**config.mk**
```make
export PLATFORM = sky130hd
export DESIGN_NAME = arf_framer
export DESIGN_NICKNAME = d
export VERILOG_FILES = /design/src/core/arf_pkg.sv /design/src/core/arf_framer.sv
export SDC_FILE = /design/constraint.sdc
export NUM_CORES = 1
export LEC_CHECK = 0
export BUFFER_PORTS_ARGS = -buffer_cell sky130_fd_sc_hd__buf_2
export CAP_MARGIN = 0
export CORE_MARGIN = 4
export CORE_UTILIZATION = 40
export CTS_CLUSTER_DIAMETER = 200
export DETAILED_ROUTE_END_ITERATION = 7
export PLACE_DENSITY = 0.61
export SYNTH_ARGS = -nofsm -noshare
export SYNTH_HDL_FRONTEND = slang
export SYNTH_SLANG_ARGS = --single-unit
```
**constraint.sdc**
```tcl
create_clock -name i_clock -period 5.1 [get_ports i_clock]
set_input_delay 0.255 -clock i_clock [delete_from_list [all_inputs] [get_ports i_clock]]
set_output_delay 0.255 -clock i_clock [all_outputs]
set_load 0.01 [all_outputs]
```
**src/core/arf_pkg.sv**
```systemverilog
/*
  Constants of the host-side API output framer: frame layout offsets,
  frame type codes, option masks, status codes and reset values.
  Assumes one 10 MHz clock and nothing else from its surroundings.
*/
// ****************************************************************
// Framer package
// ****************************************************************
package arf_pkg;
  // Framing bytes
  localparam logic [7:0] START_DELIM = 8'h7E;
  localparam logic [7:0] SUM_SEED = 8'hFF;
  // Frame type codes
  localparam logic [7:0] TYPE_RX64 = 8'h80;
  localparam logic [7:0] TYPE_AT_RESP = 8'h88;
  localparam logic [7:0] TYPE_AT_REQ = 8'h08;
  localparam logic [7:0] TYPE_AT_QUEUED = 8'h09;
  // Receive gating values
  localparam logic [7:0] OUTPUT_OPTION_LEGACY = 8'h02;
  localparam logic [15:0] SHORT_ADDR_NONE = 16'hFFFE;
  // Byte offsets within a frame
  localparam logic [4:0] OFS_LEN_HI = 5'h01;
  localparam logic [4:0] OFS_LEN_LO = 5'h02;
  localparam logic [4:0] OFS_TYPE = 5'h03;
  localparam logic [4:0] OFS_SRC_FIRST = 5'h04;
  localparam logic [4:0] OFS_SRC_LAST = 5'h0B;
  localparam logic [4:0] OFS_RSSI = 5'h0C;
  localparam logic [4:0] OFS_OPTIONS = 5'h0D;
  localparam logic [4:0] OFS_FRAME_ID = 5'h04;
  localparam logic [4:0] OFS_CMD_HI = 5'h05;
  localparam logic [4:0] OFS_CMD_LO = 5'h06;
  localparam logic [4:0] OFS_STATUS = 5'h07;
  // Fixed bytes between length and payload, per frame kind
  localparam logic [15:0] RX_FIXED_LEN = 16'h000B;
  localparam logic [15:0] AT_FIXED_LEN = 16'h0005;
  // Option bits of a receive frame
  localparam logic [7:0] OPT_BROADCAST = 8'h02;
  localparam logic [7:0] OPT_ALL_NETWORKS = 8'h04;
  // Command status codes
  localparam logic [1:0] STATUS_OK = 2'h0;
  localparam logic [1:0] STATUS_ERROR = 2'h1;
  localparam logic [1:0] STATUS_BAD_CMD = 2'h2;
  localparam logic [1:0] STATUS_BAD_PARAM = 2'h3;
  // Reset values
  localparam logic [4:0] IDX_RESET = 5'h00;
  localparam logic [15:0] COUNT_RESET = 16'h0000;
  localparam logic [7:0] BYTE_RESET = 8'h00;
  // Sequencer states, one-hot
  typedef enum logic [3:0] {
    ST_IDLE = 4'b0001,
    ST_HEAD = 4'b0010,
    ST_PAYLOAD = 4'b0100,
    ST_SUM = 4'b1000
  } arf_state_t;
endpackage

```
**src/core/arf_framer.sv**
```systemverilog
/*
  Output frame builder for the host serial API: legacy 64-bit receive
  frames and local command response frames, each with start byte,
  length and checksum, sent one byte at a time with valid/ready.
  Assumes request fields and payload bytes come from logic on the same
  clock, that payload bytes answer a pull strobe, and that escaping is
  done downstream.
*/

// Functional notes
// - Length field counts bytes between length and checksum
// - Checksum is FF minus sum from type on
// - Receive frame only in legacy mode, unshort sender
// - Sender long address at offset four
// - Signal strength magnitude at offset twelve
// - Option bits byte at offset thirteen
// - Received payload copied in order from fourteen
// - Command response answers plain or queued request
// - No response when request frame id zero
// - Request frame id echoed at offset four
// - Two command characters echoed at offset five
// - Status byte at offset seven, codes 0-3
// - Data only after a query, from offset eight
// - Several responses allowed for one request; the framer sends one frame per started request, none for a refused one
module arf_framer (
  input wire logic i_clock,
  input wire logic i_reset_n,
  // Configuration
  input wire logic [7:0] i_api_output_option,
  // Receive packet request
  input wire logic i_rx_start,
  input wire logic [63:0] i_rx_src_addr,
  input wire logic [15:0] i_rx_own_short_address,
  input wire logic [7:0] i_rx_rssi,
  input wire logic [7:0] i_rx_options,
  input wire logic [15:0] i_rx_pay_len,
  // Command response request
  input wire logic i_at_start,
  input wire logic [7:0] i_at_req_type,
  input wire logic [7:0] i_at_frame_id,
  input wire logic [15:0] i_at_command,
  input wire logic [1:0] i_at_status,
  input wire logic i_at_is_query,
  input wire logic [15:0] i_at_data_len,
  // Payload pull port, shared by both frame kinds
  output logic o_pay_req,
  input wire logic i_pay_valid,
  input wire logic [7:0] i_pay_data,
  // Byte stream towards the host
  output logic [7:0] o_tx_data,
  output logic o_tx_valid,
  input wire logic i_tx_ready,
  // Status
  output logic o_idle,
  output logic o_dropped
);

  // ****************************************************************
  // Functions
  // ****************************************************************

  // Byte n of a 64-bit field, counted from the most significant end
  // Only the low three bits of n count; callers stay inside the field
  function automatic logic [7:0] msb_byte(input logic [63:0] value, input logic [4:0] n);
    logic [63:0] shifted;
    shifted = value >> (7'(7 - n[2:0]) * 7'd8);
    return shifted[7:0];
  endfunction

  // ****************************************************************
  // Declarations
  // ****************************************************************
  arf_pkg::arf_state_t state; // Sequencer state
  arf_pkg::arf_state_t next_state; // Its next value
  logic kind_rx; // High: receive frame, low: command response
  logic [63:0] src_addr; // Captured sender address
  logic [7:0] rssi; // Captured strength byte
  logic [7:0] options; // Captured option bits
  logic [7:0] frame_id; // Captured request id
  logic [15:0] command; // Captured command characters
  logic [1:0] status; // Captured status code
  logic [15:0] frame_len; // Value of the length field
  logic [15:0] pay_left; // Payload bytes still owed
  logic [4:0] idx; // Offset of the next header byte
  logic [7:0] sum; // Running byte sum from type on
  logic pay_pending; // A pull is out, byte not yet back

  // ****************************************************************
  // Request decode
  // ****************************************************************

  // Receive frames only in legacy output mode from a long-addressed sender
  wire rx_wanted = (i_api_output_option == arf_pkg::OUTPUT_OPTION_LEGACY) &&
                   (i_rx_own_short_address == arf_pkg::SHORT_ADDR_NONE);
  // Responses only for a local request with a nonzero id
  wire at_type_ok = (i_at_req_type == arf_pkg::TYPE_AT_REQ) ||
                    (i_at_req_type == arf_pkg::TYPE_AT_QUEUED);
  wire at_wanted = at_type_ok && (i_at_frame_id != arf_pkg::BYTE_RESET);
  // A refused request is still taken, so it cannot start a later frame
  // Receive wins when both arrive together
  wire take_rx = o_idle && i_rx_start;
  wire take_at = o_idle && i_at_start && !i_rx_start;
  wire start_rx = take_rx && rx_wanted;
  wire start_at = take_at && at_wanted;
  wire drop_now = (take_rx && !rx_wanted) || (take_at && !at_wanted);
  // Parameter writes carry no data
  wire [15:0] at_pay = i_at_is_query ? i_at_data_len : arf_pkg::COUNT_RESET;

  // ****************************************************************
  // Header byte selection
  // ****************************************************************
  // Offsets 0 to 2 are common; the rest depends on the frame kind
  wire [4:0] head_last = kind_rx ? arf_pkg::OFS_OPTIONS : arf_pkg::OFS_STATUS;
  wire [7:0] rx_head_byte =
    (idx == arf_pkg::OFS_TYPE) ? arf_pkg::TYPE_RX64 :
    (idx <= arf_pkg::OFS_SRC_LAST) ? msb_byte(src_addr, idx - arf_pkg::OFS_SRC_FIRST) :
    (idx == arf_pkg::OFS_RSSI) ? rssi :
    options;
  wire [7:0] at_head_byte =
    (idx == arf_pkg::OFS_TYPE) ? arf_pkg::TYPE_AT_RESP :
    (idx == arf_pkg::OFS_FRAME_ID) ? frame_id :
    (idx == arf_pkg::OFS_CMD_HI) ? command[15:8] :
    (idx == arf_pkg::OFS_CMD_LO) ? command[7:0] :
    {6'h00, status};
  wire [7:0] head_byte =
    (idx == arf_pkg::IDX_RESET) ? arf_pkg::START_DELIM :
    (idx == arf_pkg::OFS_LEN_HI) ? frame_len[15:8] :
    (idx == arf_pkg::OFS_LEN_LO) ? frame_len[7:0] :
    kind_rx ? rx_head_byte : at_head_byte;
  wire head_summed = (idx >= arf_pkg::OFS_TYPE);

  // ****************************************************************
  // Output slot handshakes
  // ****************************************************************
  // Slot counts as free when empty or emptied at this edge, so header
  // bytes follow each other at the full host rate
  wire slot_free = !o_tx_valid || i_tx_ready;
  wire head_go = (state == arf_pkg::ST_HEAD) && slot_free;
  // Pull only into an empty slot, so the returning byte always fits
  wire pull_go = (state == arf_pkg::ST_PAYLOAD) && !o_tx_valid && !pay_pending && !o_pay_req;
  wire pay_in = (state == arf_pkg::ST_PAYLOAD) && pay_pending && i_pay_valid;
  wire sum_go = (state == arf_pkg::ST_SUM) && slot_free;
  wire pay_last = (pay_left == 16'h0001);

  // ****************************************************************
  // Next state
  // ****************************************************************

  // Header, then payload if any, then checksum
  always_comb begin
    next_state = state;
    case (state)
      arf_pkg::ST_IDLE: begin
        if (start_rx || start_at) begin
          next_state = arf_pkg::ST_HEAD;
        end
      end
      arf_pkg::ST_HEAD: begin
        if (head_go && (idx == head_last)) begin
          // Empty payload goes straight to the checksum
          next_state = (pay_left == arf_pkg::COUNT_RESET) ? arf_pkg::ST_SUM : arf_pkg::ST_PAYLOAD;
        end
      end
      arf_pkg::ST_PAYLOAD: begin
        if (pay_in && pay_last) begin
          next_state = arf_pkg::ST_SUM;
        end
      end
      arf_pkg::ST_SUM: begin
        // Idle may return while the checksum still waits in the slot
        if (sum_go) begin
          next_state = arf_pkg::ST_IDLE;
        end
      end
      default: begin
        next_state = arf_pkg::ST_IDLE;
      end
    endcase
  end

  // ****************************************************************
  // Sequencer registers
  // ****************************************************************

  // State and idle flag
  // Idle is a register so the start gates see a settled level
  always_ff @(posedge i_clock) begin
    if (!i_reset_n) begin
      state <= arf_pkg::ST_IDLE;
      o_idle <= 1'b1;
    end else begin
      state <= next_state;
      o_idle <= (next_state == arf_pkg::ST_IDLE);
    end
  end

  // Request capture; a later request with the same id simply yields one more frame
  always_ff @(posedge i_clock) begin
    if (!i_reset_n) begin
      kind_rx <= 1'b0;
      src_addr <= 64'h0000000000000000;
      rssi <= arf_pkg::BYTE_RESET;
      options <= arf_pkg::BYTE_RESET;
      frame_id <= arf_pkg::BYTE_RESET;
      command <= arf_pkg::COUNT_RESET;
      status <= arf_pkg::STATUS_OK;
      frame_len <= arf_pkg::COUNT_RESET;
    end else if (start_rx) begin
      kind_rx <= 1'b1;
      src_addr <= i_rx_src_addr;
      rssi <= i_rx_rssi;
      options <= i_rx_options;
      frame_len <= arf_pkg::RX_FIXED_LEN + i_rx_pay_len;
    end else if (start_at) begin
      kind_rx <= 1'b0;
      frame_id <= i_at_frame_id;
      command <= i_at_command;
      status <= i_at_status;
      frame_len <= arf_pkg::AT_FIXED_LEN + at_pay;
    end
  end

  // Header offset counter
  always_ff @(posedge i_clock) begin
    if (!i_reset_n || (state == arf_pkg::ST_IDLE)) begin
      idx <= arf_pkg::IDX_RESET;
    end else if (head_go) begin
      idx <= idx + 5'h01;
    end
  end

  // Payload bytes still owed
  // Header bytes are counted by the offset counter instead
  always_ff @(posedge i_clock) begin
    if (!i_reset_n) begin
      pay_left <= arf_pkg::COUNT_RESET;
    end else if (start_rx) begin
      pay_left <= i_rx_pay_len;
    end else if (start_at) begin
      pay_left <= at_pay;
    end else if (pay_in) begin
      pay_left <= pay_left - 16'h0001;
    end
  end

  // Pull strobe, one cycle, and the wait for its byte
  always_ff @(posedge i_clock) begin
    if (!i_reset_n) begin
      o_pay_req <= 1'b0;
      pay_pending <= 1'b0;
    end else begin
      o_pay_req <= pull_go;
      // A byte with no pull out is ignored
      pay_pending <= (pay_pending && !pay_in) || o_pay_req;
    end
  end

  // Running sum of every byte from the type on
  // Start, length and checksum bytes stay out of it
  always_ff @(posedge i_clock) begin
    if (!i_reset_n || (state == arf_pkg::ST_IDLE)) begin
      sum <= arf_pkg::BYTE_RESET;
    end else if (head_go && head_summed) begin
      sum <= sum + head_byte;
    end else if (pay_in) begin
      sum <= sum + i_pay_data;
    end
  end

  // ****************************************************************
  // Output byte register
  // ****************************************************************

  // One byte at a time; held until the host takes it
  always_ff @(posedge i_clock) begin
    if (!i_reset_n) begin
      o_tx_data <= arf_pkg::BYTE_RESET;
      o_tx_valid <= 1'b0;
    end else if (head_go) begin
      o_tx_data <= head_byte;
      o_tx_valid <= 1'b1;
    end else if (pay_in) begin
      o_tx_data <= i_pay_data;
      o_tx_valid <= 1'b1;
    end else if (sum_go) begin
      o_tx_data <= arf_pkg::SUM_SEED - sum;
      o_tx_valid <= 1'b1;
    end else if (i_tx_ready) begin
      // Taken with nothing new to load, so the slot empties
      o_tx_valid <= 1'b0;
    end
  end

  // Suppressed request, reported for one cycle
  always_ff @(posedge i_clock) begin
    if (!i_reset_n) begin
      o_dropped <= 1'b0;
    end else begin
      o_dropped <= drop_now;
    end
  end

endmodule // arf_framer

```
# Word level (Yosys, flattened, before mapping)
# Cells that the tools add are included.
[classes]
n_shift = 1
reduce_logical = 43
magnitude_cmp = 2
n_mux = 35
add_sub_neg = 9
eq_ne = 18
bitwise = 1
[op_table]
columns = ["cell", "count"]
rows = [
  ["two-way mux 8 bit", 16],
  ["two-way mux 16 bit", 6],
  ["right shift 64 x 7 -> 8 bit", 1],
  ["two-way mux 4 bit", 6],
  ["logical AND 1 bit", 20],
  ["adder 3 x 16 -> 16 bit, first input constant", 1],
  ["adder 4 x 16 -> 16 bit, first input constant", 1],
  ["adder 8 bit", 2],
  ["equality test 16 x 1 -> 1 bit, second input constant", 1],
  ["equality test 16 bit, second input constant", 1],
  ["equality test 8 x 4 -> 1 bit, second input constant", 2],
  ["zero test 16 bit", 1],
  ["one-hot mux 4 bit (4 select lines)", 1],
  ["subtractor 16 x 1 -> 16 bit, second input constant", 1],
  ["equality test 5 x 3 -> 1 bit, second input constant", 3],
  ["equality test 5 x 2 -> 1 bit, second input constant", 2],
  ["equality test 4 x 1 -> 1 bit, second input constant", 2],
  ["equality test 8 x 2 -> 1 bit, second input constant", 1],
  ["zero test 1 bit", 8],
  ["nonzero test 8 bit", 1],
  ["subtractor 8 bit, first input constant", 1],
  ["logical OR 1 bit", 6],
  ["two-way mux 1 bit", 6],
  ["nonzero test 3 bit", 2],
  ["16 further kinds", 17],
]
[word_totals]
out_inout_bits = 12
elab_cells = 127
regBits = 169

# Depth between registers and ports, before layout
[logic_depth]
word_depth = 11
mapped_depth = 20
depth_no_buf = 17

# Worst setup path after synthesis
# OpenSTA, ideal clock, no wires.
[synth_timing]
path_kind = "reg2reg"
from = "register idx[0]"
to = "register sum[7]"
arrival_ns = 4.127
path_stages_with_launch = 19
path_buffers = 3
path_slack_ns = 0.895
cell_sequence = "dfxtp_1 buf_2 buf_2 inv_1 ha_1 nand4b_1 buf_2 mux2_2 o21ai_0 a21oi_1 o32a_1 mux2_2 ha_1 or4_1 o22a_1 and2_1 a311o_1 o21a_1 nor3_1"
[synth_via]
elab_chain_len = 11
word_cells_on_any_way = 28
cone_classes = "add/sub (3); order compare (2); eq/ne (7); shift (1); mux (12); reduce/logical (3)"
[synth_rtl]
columns = ["element", "line", "text"]
rows = [
  ["start: declaration", "arf_framer.sv:84", "logic [4:0] idx;"],
  ["start signal: assignment", "arf_framer.sv:226", "idx <= arf_pkg::IDX_RESET;"],
  ["start signal: assignment", "arf_framer.sv:228", "idx <= idx + 5'h01;"],
  ["subtractor 3 bit or equality test 5 x 3 -> 1 bit (tied branches)", "arf_framer.sv:116, arf_framer.sv:123", ""],
  ["subtractor 3 x 3 -> 4 bit or two-way mux 8 bit (tied branches)", "arf_framer.sv:66, arf_framer.sv:123", ""],
  ["right shift 64 x 7 -> 8 bit or two-way mux 8 bit (tied branches)", "arf_framer.sv:66, arf_framer.sv:122", ""],
  ["two-way mux 8 bit, on equally long branches", "arf_framer.sv:116, arf_framer.sv:121", ""],
  ["two-way mux 8 bit, on equally long branches", "arf_framer.sv:115, arf_framer.sv:120", ""],
  ["two-way mux 8 bit", "arf_framer.sv:129", "kind_rx ? rx_head_byte : at_head_byte;"],
  ["two-way mux 8 bit", "arf_framer.sv:128", "(idx == arf_pkg::OFS_LEN_LO) ? frame_len[7:0] :"],
  ["two-way mux 8 bit", "arf_framer.sv:127", "(idx == arf_pkg::OFS_LEN_HI) ? frame_len[15:8] :"],
  ["two-way mux 8 bit", "arf_framer.sv:126", "(idx == arf_pkg::IDX_RESET) ? arf_pkg::START_DELIM :"],
  ["adder 8 bit", "arf_framer.sv:264", "sum <= sum + head_byte;"],
  ["two-way mux 8 bit", "arf_framer.sv:263", "end else if (head_go && head_summed) begin"],
  ["end signal: assignment", "arf_framer.sv:262", "sum <= arf_pkg::BYTE_RESET;"],
  ["end signal: assignment", "arf_framer.sv:264", ""],
  ["end signal: assignment", "arf_framer.sv:266", "sum <= sum + i_pay_data;"],
  ["end: declaration", "arf_framer.sv:85", "logic [7:0] sum;"],
]
# Several ways; a longest one is shown, not always the timed one.
# A chain may end at the register's enable or synchronous reset.

# Worst setup path in the final report
[layout_timing]
from = "register idx[1]"
to = "register sum[7]"
# Same word-level chain as after synthesis.

==> run metrics <==
result of the run=complete, no violations; vias in the first global route=8181; share of flip-flops with an asynchronous set or reset after synthesis=0; synth warn=0; capturing instance or port of the critical path=sum[7]; routability congestion estimate from global placement=0.852; number of max-slew violations in the final report=0; leakage power=roughly 4.1 nW; Yosys cell types=77; aggregate routed wire length=28300 um; maxcap violations=0; CP Data Arrival Time=4660 ps; final hold vios=0; Worst Max-Slew Pin Slew=about 1100 ps; total I/O pin count=197; number of H-tree levels=4; worst hold path cell count=3; Die Area=25100 um^2; detailed placer's ending HPWL=20400 um; critical path launch point type=register; most used cells in the layout excluding fill and tap cells=nand2_1, buf_2, a21oi_1; post-synthesis cell count=1168; Total GRT Usage=0.219; clock slew seen by the registers of the worst setup and hold paths=70 ps; buffer count from post-CTS setup fixing=0; die height=between 150 and 200 um; setup-violating endpoint count in the final report=0; RSZ-0062 raised after global routing=no; worst slew margin relative to its limit=0.230; total power of the final layout=roughly 2.9 mW; power density over the cells=271 nW/um^2; Routed WL per cell=17.6 um; Layout Cell Area excl Fill=10800 um^2; Post-Syn Nets=1369; fraction of layout cells with a size suffix above 1=0.209; maximum count of clock buffers along a single path=2; CTS tree=built; Mapped Avg Cell Area=between 7 and 8 um^2; Chip Width=roughly 160 um; root buffer selected by CTS=clkbuf_16; setup_tns=0 ps; largest net degree at the start of global routing=100; path class of the lowest-slack min-delay path=in2reg; Avg Vias per Cell=5.51; dominant synthesized flop cell=dfxtp_1; initial antenna violation count=0; count of input and output buffers=195; antenna violation net count after detailed routing=0; initial detailed-routing violation count=707; wire length of the first global-routing pass=roughly 44000 um; post-route clock period utilization=0.858; flop2flop setup slack=720 ps; CTS sink count=169; core footprint=22000 um^2; launching element of the worst setup path=idx[1]; time the worst path needs with I/O delays and setup=4380 ps; commonest non-fill, non-tap cell in the layout=nand2_1; # rows=54; TritonCTS Buffers=17; Reg-to-Reg End=sum[7]; final-stage net count=1520; Synth-to-Final Area Change=19.5%; largest fanout on the critical path=8; remaining routing DRC violations=0; flop and latch count out of synthesis=169; sum of overflow across all layers after global routing=0; kind of capture point of the worst setup path=register; Pre-Repair DR Iteration Count=5; startpoint of the worst-slack reg-to-reg timing path=idx[1]; count of flip-flops with a built-in enable after synthesis=0; final antenna diode count=0; via total after detailed routing=8879; required time of the critical path=about 5400 ps; number of gates resized after cts=0; total of hold buffers inserted after clock tree synthesis=0; sequential share of the synthesized area=0.374; count of cells along the worst register-to-register path=15; highest clock rate=roughly 230 MHz; starting density of the core=0.411; maximum vdd ir drop=0.000219 V; Clock Latency Late Sink=430 ps; placement-stage cell area=between 10000 and 15000 um^2; worst setup path class=reg2reg; synthesized area=9050 um^2; worst setup skew after layout=11.3 ps; final core occ=0.491
==> how the worst min path moves through the flow <==
| stage | start | to | slack [ps] |
|---|---|---|---|
| 6_report | i_rx_src_addr[15] | src_addr[15] | 60 |
| 5_1_grt | i_rx_src_addr[48] | src_addr[48] | 50 |
| 4_1_cts | i_rx_src_addr[15] | src_addr[15] | 40 |
| 3_5_place_dp | src_addr[46] | src_addr[46] | 440 |
| 3_3_place_gp | src_addr[46] | src_addr[46] | 440 |
| 2_1_floorplan | i_at_command[0] | command[0] | 390 |
==> sequential cells by signal (all words and copies together) (netlist names), 2 cells and up <==
register and cells:
rssi 8, src_addr 64, o_tx_data 8, command 16
sum 8, frame_id 8, status 2, pay_left 16
idx 5, state 4, frame_len 16, options 8
==> through the flow <==
stage / std cells / hold slack (ps) / setup slack [ps]
after floorplan: 1168 / 391 / 895
after global placement: 1580 / 439 / 854
after detailed placement: 1580 / 443 / 738
after CTS: 1611 / 44.7 / 721
after global routing: 1611 / 47.2 / 408
final: 1611 / 55.2 / 724
==> cell type report <==
class,instances,area [um^2]
timing repair buffer,212,1100
fill,2236,11200
clock buffer,18,429
clock inverter,13,218
sequential,169,3380
inverter,17,66.3
multi-input combinational,902,5270
tap,280,350
==> synthesized netlist by cell type, types with 4 or more instances <==
cell type | instances | area share
inv_1 | 16 | 0.0066
nor2b_1 | 13 | 0.0090
and2_1 | 6 | 0.0041
clkbuf_1 | 50 | 0.021
nand2_1 | 279 | 0.12
mux2i_1 | 15 | 0.017
nand4_1 | 12 | 0.0083
mux4_2 | 16 | 0.040
a21oi_1 | 183 | 0.10
nand3_1 | 20 | 0.011
o22ai_1 | 12 | 0.0083
mux2_2 | 6 | 0.0075
nor2_1 | 81 | 0.034
xor2_1 | 18 | 0.017
a221oi_1 | 5 | 0.0048
o21ai_0 | 30 | 0.017
and3_1 | 6 | 0.0041
nand2b_1 | 9 | 0.0062
a32oi_1 | 6 | 0.0058
nor4_1 | 7 | 0.0048
buf_1 | 7 | 0.0029
a211oi_1 | 28 | 0.023
a222oi_1 | 4 | 0.0044
o211ai_1 | 6 | 0.0050
ha_1 | 15 | 0.021
buf_2 | 20 | 0.011
dfxtp_1 | 169 | 0.37
a31oi_1 | 10 | 0.0069
xnor2_1 | 24 | 0.023
nor3_1 | 20 | 0.011
==> critical path, cell delays in order, from the launching register on <==
cell and delay [ps]:
dfxtp_1 370, inv_1 140, ha_1 210, nand4b_1 480, mux2_2 460, o21ai_0 140, a21oi_1 70, a211oi_1 400
a21oi_1 150, ha_1 230, or4_1 520, o22a_1 270, and2_1 180, a311o_1 360, nor3_1 190, nor3_1 70
==> report_power, final <==
group	internal [mW]	leakage [nW]	switching (mW)	total (mW)
registers	1.32	1.36	0.000854	1.32
clock network	0.876	0.313	0.567	1.44
logic	0.0767	2.45	0.0947	0.171
==> kinds of logic after synthesis <==
family / share of synthesized area
fa+ha+maj: 0.0229
simple gates: 0.240
flops: 0.374
xor+xnor: 0.0406
buf+inv: 0.0446
mux: 0.0639
compound gates: 0.214
==> routing by layer <==
layer,GRT usage,part of all wire,up-vias
met1,0.313,0.47,4189
met3,0.0315,0.054,23
met4,0.0556,0.014,0
met5,0,0,-
met2,0.350,0.47,243
li1,-,-,4424
No activity file was read; power rests on OpenSTA's default activity.
